$ cat config.mk
export PLATFORM = sky130hd
export DESIGN_NAME = rpc_power_mode_ctrl
export DESIGN_NICKNAME = d
export VERILOG_FILES = /design/src/shared/rpc_pkg.sv /design/src/rpc_wb_slave.sv /design/src/rpc_power_mode_ctrl.sv
export SDC_FILE = /design/constraint.sdc
export NUM_CORES = 1
export LEC_CHECK = 0
export ABC_CLOCK_PERIOD_IN_PS = 1200
export CAP_MARGIN = 25
export CORE_UTILIZATION = 52
export DETAILED_ROUTE_END_ITERATION = 12
export DONT_BUFFER_PORTS = 1
export GPL_TIMING_DRIVEN = 0
export PLACE_DENSITY = 0.7
export SLEW_MARGIN = 15
export SYNTH_ARGS = -nofsm -noshare
export SYNTH_HDL_FRONTEND = slang
export SYNTH_HIERARCHICAL = 1
export SYNTH_SLANG_ARGS = --single-unit
$ cat constraint.sdc
create_clock -name core_clk_i -period 1.2 [get_ports core_clk_i]
set_input_delay 0.36 -clock core_clk_i [delete_from_list [all_inputs] [get_ports core_clk_i]]
set_output_delay 0.36 -clock core_clk_i [all_outputs]
set_load 0.01 [all_outputs]
$ cat src/shared/rpc_pkg.sv
// rf power mode control package: register indices, field positions, resets
// assumes a 32-bit classic wishbone bus with one aligned word per register
package rpc_pkg;

    // ************************************************************
    // register map (index; byte address is four times the index)
    // ************************************************************
    localparam int RPC_IDX_W = 10;
    localparam logic [9:0] RPC_IDX_CTRL = 10'h0C8;
    localparam logic [9:0] RPC_IDX_STAT = 10'h0C9;

    // ************************************************************
    // control register fields
    // ************************************************************
    localparam int RPC_BIT_DIR = 7;
    localparam int RPC_BIT_FSET = 6;
    localparam int RPC_BIT_RX_SLEEP = 5;
    localparam int RPC_BIT_TX_SLEEP = 4;
    localparam int RPC_BIT_FS_SLEEP = 3;
    localparam int RPC_BIT_XC_SLEEP = 2;
    localparam int RPC_BIT_BIAS_SLEEP = 1;
    localparam logic [7:0] RPC_CTRL_RST = 8'h38;
    localparam logic [7:0] RPC_CTRL_WMASK = 8'hFE;

    // ************************************************************
    // status register fields
    // ************************************************************
    localparam int RPC_ST_RX_READY = 0;
    localparam int RPC_ST_TX_READY = 1;
    localparam int RPC_ST_ALL_SLEEP = 2;
    localparam logic [7:0] RPC_STAT_RST = 8'h00;

endpackage : rpc_pkg

$ cat src/rpc_wb_slave.sv
// classic wishbone slave front end: decode, write strobe, ack, read data
// assumes a master that holds its request until it samples ack high
`timescale 1ns/1ns
module rpc_wb_slave #(
    parameter int ADR_W = 12
) (
    input wire logic core_clk_i,
    input wire logic rstn_i,
    input wire logic wb_cyc_i,
    input wire logic wb_stb_i,
    input wire logic wb_we_i,
    input wire logic [ADR_W-1:0] wb_adr_i,
    input wire logic [3:0] wb_sel_i,
    input wire logic [7:0] ctrl_rd_i,
    input wire logic [7:0] stat_rd_i,
    output logic wr_ctrl_o,
    output logic wb_ack_o,
    output logic [31:0] wb_dat_o
);

    typedef struct packed {
        logic ack;
        logic [31:0] dat;
    } rpc_slv_t;

    rpc_slv_t s_q;
    rpc_slv_t s_d;
    logic req;

    function automatic logic hit(input logic [ADR_W-1:0] adr,
                                 input logic [9:0] idx);
        hit = (adr[ADR_W-1:2] == (ADR_W-2)'(idx));
    endfunction : hit

    // ************************************************************
    // decode
    // ************************************************************
    // ack drops the cycle after it rose, so one request gives one ack
    assign req = wb_cyc_i & wb_stb_i & ~s_q.ack;
    // write lands on the same edge that raises ack
    assign wr_ctrl_o = req & wb_we_i & wb_sel_i[0]
                       & hit(wb_adr_i, rpc_pkg::RPC_IDX_CTRL);

    always_comb begin
        s_d = s_q;
        s_d.ack = req;
        if (req && !wb_we_i) begin
            if (hit(wb_adr_i, rpc_pkg::RPC_IDX_CTRL)) begin
                s_d.dat = {24'h000000, ctrl_rd_i};
            end else if (hit(wb_adr_i, rpc_pkg::RPC_IDX_STAT)) begin
                s_d.dat = {24'h000000, stat_rd_i};
            end else begin
                // unmapped: acked, reads zero
                s_d.dat = 32'h00000000;
            end
        end
    end

    always_ff @(posedge core_clk_i or negedge rstn_i) begin
        if (!rstn_i) begin
            s_q <= '0;
        end else begin
            s_q <= s_d;
        end
    end

    assign wb_ack_o = s_q.ack;
    assign wb_dat_o = s_q.dat;

endmodule : rpc_wb_slave

$ cat src/rpc_power_mode_ctrl.sv
// rf power mode control register with wishbone access
// assumes software picks the modem data format before waking sections
`timescale 1ns/1ns
module rpc_power_mode_ctrl #(
    parameter int ADR_W = 12
) (
    input wire logic core_clk_i,
    input wire logic rstn_i,
    input wire logic wb_cyc_i,
    input wire logic wb_stb_i,
    input wire logic wb_we_i,
    input wire logic [ADR_W-1:0] wb_adr_i,
    input wire logic [3:0] wb_sel_i,
    input wire logic [31:0] wb_dat_i,
    output logic wb_ack_o,
    output logic [31:0] wb_dat_o,
    output logic direction_select_o,
    output logic freq_set_b_o,
    output logic receiver_sleep_o,
    output logic transmitter_sleep_o,
    output logic synthesizer_sleep_o,
    output logic crystal_core_sleep_o,
    output logic bias_sleep_o
);

    // ************************************************************
    // state
    // ************************************************************
    typedef struct packed {
        logic [7:0] ctrl;
        logic [7:0] stat;
    } rpc_state_t;

    rpc_state_t s_q;
    rpc_state_t s_d;
    logic wr_ctrl;
    logic rx_path_up;
    logic tx_path_up;
    logic clocks_up;

    // ************************************************************
    // bus front end
    // ************************************************************
    rpc_wb_slave #(
        .ADR_W(ADR_W)
    ) u_slave (
        .core_clk_i(core_clk_i),
        .rstn_i(rstn_i),
        .wb_cyc_i(wb_cyc_i),
        .wb_stb_i(wb_stb_i),
        .wb_we_i(wb_we_i),
        .wb_adr_i(wb_adr_i),
        .wb_sel_i(wb_sel_i),
        .ctrl_rd_i(s_q.ctrl),
        .stat_rd_i(s_q.stat),
        .wr_ctrl_o(wr_ctrl),
        .wb_ack_o(wb_ack_o),
        .wb_dat_o(wb_dat_o)
    );

    // ************************************************************
    // readiness of the active direction
    // ************************************************************
    // clocks need core, bias/buffer and synthesizer all awake
    assign clocks_up = ~s_q.ctrl[rpc_pkg::RPC_BIT_XC_SLEEP]
                       & ~s_q.ctrl[rpc_pkg::RPC_BIT_BIAS_SLEEP]
                       & ~s_q.ctrl[rpc_pkg::RPC_BIT_FS_SLEEP];
    assign rx_path_up = clocks_up & ~s_q.ctrl[rpc_pkg::RPC_BIT_DIR]
                        & ~s_q.ctrl[rpc_pkg::RPC_BIT_RX_SLEEP];
    assign tx_path_up = clocks_up & s_q.ctrl[rpc_pkg::RPC_BIT_DIR]
                        & ~s_q.ctrl[rpc_pkg::RPC_BIT_TX_SLEEP];

    // ************************************************************
    // next state
    // ************************************************************
    always_comb begin
        s_d = s_q;
        if (wr_ctrl) begin
            // all seven bits written as one byte, no coupling
            // bit 0 masked off so it always reads zero
            s_d.ctrl = wb_dat_i[7:0] & rpc_pkg::RPC_CTRL_WMASK;
        end
        // status lags the control byte by one cycle; read-only
        s_d.stat = 8'h00;
        s_d.stat[rpc_pkg::RPC_ST_RX_READY] = rx_path_up;
        s_d.stat[rpc_pkg::RPC_ST_TX_READY] = tx_path_up;
        s_d.stat[rpc_pkg::RPC_ST_ALL_SLEEP] =
            s_q.ctrl[rpc_pkg::RPC_BIT_RX_SLEEP]
            & s_q.ctrl[rpc_pkg::RPC_BIT_TX_SLEEP]
            & s_q.ctrl[rpc_pkg::RPC_BIT_FS_SLEEP];
    end

    always_ff @(posedge core_clk_i or negedge rstn_i) begin
        if (!rstn_i) begin
            s_q.ctrl <= rpc_pkg::RPC_CTRL_RST;
            s_q.stat <= rpc_pkg::RPC_STAT_RST;
        end else begin
            s_q <= s_d;
        end
    end

    // ************************************************************
    // section controls, straight from the control byte
    // ************************************************************
    assign direction_select_o = s_q.ctrl[rpc_pkg::RPC_BIT_DIR];
    // set choice left to software, no auto swap on direction
    assign freq_set_b_o = s_q.ctrl[rpc_pkg::RPC_BIT_FSET];
    assign receiver_sleep_o =
        s_q.ctrl[rpc_pkg::RPC_BIT_RX_SLEEP];
    assign transmitter_sleep_o =
        s_q.ctrl[rpc_pkg::RPC_BIT_TX_SLEEP];
    assign synthesizer_sleep_o =
        s_q.ctrl[rpc_pkg::RPC_BIT_FS_SLEEP];
    assign crystal_core_sleep_o =
        s_q.ctrl[rpc_pkg::RPC_BIT_XC_SLEEP];
    assign bias_sleep_o =
        s_q.ctrl[rpc_pkg::RPC_BIT_BIAS_SLEEP];

endmodule : rpc_power_mode_ctrl

==> results.cfg, run 1 <==
[detailed_routing]
wl_per_cell_um = 11.9
wl_met1_um = 653
vias = 707
first_pass_iters = 4
wirelength_um = 1820
wl_met2_um = 921
viasPerCell = 4.62
wl_met3_um = 211
top_layer_used = met4
remaining_drc_errors = 0
drtAntennaViolNets = 0
drt_iter0_drc = 4

[worst_setup_path]
critPathKind = register to register
cp_max_fo = 8
cp_top_family = flip-flops
cp_common_cell = buf_6
r2r-start = u_slave/wb_ack_o
crit_buf_inv = 2
reg2reg_to = u_slave/wb_dat_o[1]
cp.required_ns = 1.40
crit_chain = nand4bb_1 -> buf_6 -> buf_6 -> o31ai_1
cp_slowest_stage_delay_ns = 0.47
ff2ff_path_depth = 4
arrival_ns = 1.50
r2r_setup_slack_ns = -0.10
worstSetupStartpointType = register
crit_path_end_kind = register
critPathSlowestCell = dfrtp_2

[final_layout]
mostFrequentLayoutCells = 30 x conb_1, 25 x buf_4, 15 x dfrtp_1
drive_gt1_frac = 0.398
layout.nets = 182
fin_area_um2 = 1310
synthToLayoutAreaGrowth_pct = 24.5
finalNonFillerCells = 153
antennaDiodeCount = 0
final_common_cell = conb_1

[global_route]
antenna_found_initial = 0
first_global_vias = 662
track_usage = 0.183
grt_overflow = 0
grt_pass1_wl_um = 2790
grt_start_max_net_pins = 20

[yosys]
yosysWarnings = 6
ys_ff_latch = 19
syn_avg_cell_area_um2 = 11.3
syn_inst = 93
ys_seq_area_frac = 0.456
synthTopCellsByArea = dfrtp_1 38%, buf_4 17%, mux2i_1 7.6%
netlist.area_leader.share = 0.381
netlist.top_cell.by_area = dfrtp_1
synth.distinct_cells = 22
synth_area_um2 = 1050

[die]
num_rows = 15
die_x_um = 47.0
fp.dieArea_um2 = 2200
fp.dieH_um = 47.0
core_area_um2 = 1800
ios = 93
start_util = 0.583

[timing]
post-route-period-util = 1.08
slew_headroom = 0.463
setup_viol = 18
tns_ns = -1.09
tightest_slew_ns = 0.806
max_freq_mhz = 769
drv_slew = 0
rsz0062_at_grt = yes
worst_clock_skew_ns = 0.00294
final-hold-violation-count = 0
layout_min_cycle_time_ns = 1.30
worst_slack_ns = -0.101
hold_slack_ns = 0.212

[pwr]
p_leak_nw = 0.692
p_per_area_nw_per_um2 = 854
ir_drop_mv = 0.676
finalPower_mw = 1.12

[clock_network]
clock_sinks = 19
cts_htree_levels = 1
cts_tree = yes
cts_buffers = 3
root_buffer = clkbuf_4
clk_latency_ns = 0.28
clock_path_buffers = 2
clkTransAtPathRegs_ns = 0.10

[place]
hpwl_um = 1430
routabilityCongestion = 0.681
place_inst = 146
post_dp_cell_area_um2 = 1200
port_buffers = 0

[run]
maxCapViolations = 0

[run_status]
violations = setup timing
outcome = finished, violations left

[worst_hold_path]
hp-start = wb_dat_i[4]
worstHoldEndpoint = transmitter_sleep_o
hold-path-cell-count = 1
hp-class = input port to register
## timing repair
item | CTS | global route
pin swaps | 4 | 0
hold endpoints to repair | 19 | 0
hold buffers | 1 | 0
setup buffers | 1 | 0
gates cloned | 1 | 0
gates resized for setup | 9 | 6
setup endpoints to repair | 14 | 34
## layer usage
| layer | track usage | up-vias |
|---|---|---|
| li1 | - | 337 |
| met1 | 0.190 | 320 |
| met2 | 0.325 | 43 |
| met3 | 0.0731 | 7 |
| met4 | 0.0800 | 0 |
| met5 | 0 | - |
## power breakdown
group          switching (mW)  internal (mW)  total [mW]
clock network           0.180          0.124       0.304
registers             0.00493          0.644       0.649
logic                  0.0835         0.0813       0.165
## worst max-delay path by stage
stage	start	endpoint	slack (ns)	cells after the start
2_1_floorplan	wb_adr_i[4]	bias_sleep_o	-0.38	5
3_3_place_gp	wb_adr_i[4]	direction_select_o	-0.47	5
3_5_place_dp	wb_adr_i[4]	bias_sleep_o	-0.49	5
4_1_cts	u_slave/wb_ack_o	bias_sleep_o	-0.12	3
5_1_grt	u_slave/wb_ack_o	u_slave/wb_dat_o[1]	-0.14	4
6_report	u_slave/wb_ack_o	u_slave/wb_dat_o[1]	-0.10	4
## stage by stage
step | util | setup WS (ns)
2_1_floorplan | - | -0.376
3_3_place_gp | 0.669 | -0.469
3_5_place_dp | 0.669 | -0.489
4_1_cts | 0.715 | -0.124
5_1_grt | 0.726 | -0.140
6_report | 0.726 | -0.101
## synthesized netlist by cell type
cell	number
nand4_4	1
and3_1	1
nor3_1	1
dfstp_2	3
o31ai_1	8
nand3b_1	1
buf_4	24
nor3b_2	1
dfrtp_1	16
mux2_2	5
buf_2	2
buf_6	1
clkbuf_2	1
mux2_1	2
mux2i_1	8
and4bb_2	1
nor2_1	3
nand2_1	9
nand4bb_1	1
conb_1	2
nor4_1	1
or3_4	1
## flip-flops by register name (all words and copies together) (netlist names)
register              cells
bias_sleep_o              1
s_q                       3
direction_select_o        1
u_slave/wb_dat_o          8
freq_set_b_o              1
crystal_core_sleep_o      1
transmitter_sleep_o       1
receiver_sleep_o          1
u_slave/wb_ack_o          1
synthesizer_sleep_o       1
## logic make-up after synthesis
| group | synth area share |
|---|---|
| buffers and inverters | 0.196 |
| and+or+nand+nor | 0.132 |
| DFF | 0.456 |
| muxes | 0.151 |
| AOI/OAI and AO/OA | 0.0571 |
| other | 0.00715 |
## layout make-up
type                    instances  area (um^2)
plain buffers                  28          229
clock buffers                   3         22.5
clock inverters                 1         5.00
fillers                       138          493
multi-input cells              74          509
flip-flops and latches         19          480
well taps                      25         31.3
repair buffers                  3         31.3
No activity file was read; power rests on OpenSTA's default activity.
==> run 2: changes to the inputs <==
--- a/config.mk
+++ b/config.mk
@@ -5,13 +5,14 @@
 export SDC_FILE = /design/constraint.sdc
 export NUM_CORES = 1
 export LEC_CHECK = 0
-export ABC_CLOCK_PERIOD_IN_PS = 1200
+export ABC_CLOCK_PERIOD_IN_PS = 1100
 export CAP_MARGIN = 25
 export CORE_UTILIZATION = 52
 export DETAILED_ROUTE_END_ITERATION = 12
 export DONT_BUFFER_PORTS = 1
 export GPL_TIMING_DRIVEN = 0
 export PLACE_DENSITY = 0.7
+export SETUP_SLACK_MARGIN = 0.5
 export SLEW_MARGIN = 15
 export SYNTH_ARGS = -nofsm -noshare
 export SYNTH_HDL_FRONTEND = slang
==> constraint.sdc (replaced) <==
create_clock -name core_clk_i -period 1.1 [get_ports core_clk_i]
set_input_delay 0.33 -clock core_clk_i [delete_from_list [all_inputs] [get_ports core_clk_i]]
set_output_delay 0.33 -clock core_clk_i [all_outputs]
set_load 0.01 [all_outputs]
==> results.cfg, run 2 (synthesis results as in run 1) <==
[detailed_routing]
top_layer_used = met4
wirelength_um = 1860
wl_met2_um = 924
drtAntennaViolNets = 0
vias = 685
viasPerCell = 4.51
drt_iter0_drc = 7
wl_per_cell_um = 12.2
wl_met1_um = 683
first_pass_iters = 4
remaining_drc_errors = 0
wl_met3_um = 230

[worst_setup_path]
crit_path_end_kind = register
worstSetupStartpointType = input port
arrival_ns = 1.47
r2r-start = u_slave/wb_ack_o
cp.required_ns = 1.28
cp_max_fo = 7
critPathLaunch = wb_adr_i[3]
critPathKind = input port to register

[die]
num_rows = 15
start_util = 0.583
fp.dieH_um = 47.0
core_area_um2 = 1800
fp.dieArea_um2 = 2200
die_x_um = 47.0
ios = 93

[clock_network]
clock_sinks = 19
clk_latency_ns = 0.28
clock_path_buffers = 2
cts_buffers = 3
root_buffer = clkbuf_4
clkTransAtPathRegs_ns = 0.10
cts_htree_levels = 1
cts_tree = yes

[run]
maxCapViolations = 0

[place]
port_buffers = 0
routabilityCongestion = 0.685
hpwl_um = 1370
post_dp_cell_area_um2 = 1210

[worst_hold_path]
hp-class = input port to asynchronous set/reset pin

[timing]
worst_clock_skew_ns = 0.00415
layout_min_cycle_time_ns = 1.29
rsz0062_at_grt = yes
max_freq_mhz = 775
drv_slew = 0
hold_slack_ns = -0.278
worst_slack_ns = -0.190
post-route-period-util = 1.17
final-hold-violation-count = 19
setup_viol = 18

[run_status]
outcome = finished, violations left
violations = hold timing, setup timing

[final_layout]
layout.nets = 181
antennaDiodeCount = 0
drive_gt1_frac = 0.496
synthToLayoutAreaGrowth_pct = 27.6
fin_area_um2 = 1340
mostFrequentLayoutCells = 30 x conb_1, 25 x buf_4, 13 x dfrtp_1
largest_reg_flops = 8
final_common_cell = conb_1

[global_route]
grt_pass1_wl_um = 2510
grt_start_max_net_pins = 20
first_global_vias = 549
antenna_found_initial = 0
grt_overflow = 0
track_usage = 0.170

[pwr]
p_per_area_nw_per_um2 = 902
finalPower_mw = 1.21
p_leak_nw = 0.683
ir_drop_mv = 0.903
run 2: cell count changes in the layout (fill, tap and decap cells not counted), sizes merged:
| cell | before | now |
|---|---|---|
| dlymetal6s4s | 1 | 0 |
| clkinv | 1 | 0 |
| clkbuf | 3 | 4 |
run 2: metal layers:
layer / vias up / track usage
met3: 2 / 0.0692
met1: 305 / 0.176
li1: 336 / -
met4: 0 / 0.103
met2: 42 / 0.286
met5: - / 0
run 2: final timing paths:
check / slack (ns) / cells after the start / endpoint
min reg2reg: 0.53 / 1 / u_slave/wb_ack_o
max: -0.19 / 5 / direction_select_o
min: -0.28 / 0 / u_slave/wb_ack_o
max reg2reg: -0.13 / 4 / u_slave/wb_dat_o[0]
max in group asynchronous: 1.20 / 0 / transmitter_sleep_o
min in group core_clk_i: 0.18 / 1 / freq_set_b_o
run 2: report_power, final:
group / internal [mW] / total (mW) / switching [mW] / leakage [nW]
Clock: 0.141 / 0.334 / 0.194 / 0.0150
Sequential: 0.702 / 0.708 / 0.00561 / 0.244
Combinational: 0.0859 / 0.168 / 0.0818 / 0.425
Total: 0.929 / 1.21 / 0.281 / 0.683
run 2: layout make-up:
class,instances,area (um^2)
multi-input combinational,74,553
sequential,19,483
fill,133,460
buffer,28,229
tap,25,31.3
clock buffer,4,26.3
timing repair buffer,2,18.8
run 2: repair_timing:
item | CTS | global route
cloned | 1 | 0
buffers inserted | 0 | 1
pin swaps | 1 | 4
setup endpoints to repair | 35 | 35
endpoints found under the hold margin | 19 | 19
resized for setup | 13 | 12
run 2: critical path, stage by stage:
cell,delay [ns]
and4bb_2,0.30
nand4_4,0.11
nor4_4,0.25
buf_6,0.18
mux2_4,0.30
run 2: through the flow:
| stage | instances | TNS [ns] | setup slack [ns] | util | hold WS (ns) |
|---|---|---|---|---|---|
| after global placement | 146 | -4.51 | -0.571 | 0.673 | 0.0348 |
| after detailed placement | 146 | -4.66 | -0.564 | 0.673 | 0.0350 |
| after global routing | 152 | -3.26 | -0.215 | 0.744 | -0.299 |
| after CTS | 151 | -2.68 | -0.229 | 0.715 | -0.288 |
| final | 152 | -2.44 | -0.190 | 0.744 | -0.278 |
| after floorplan | 121 | -3.28 | -0.446 | - | 0.0344 |
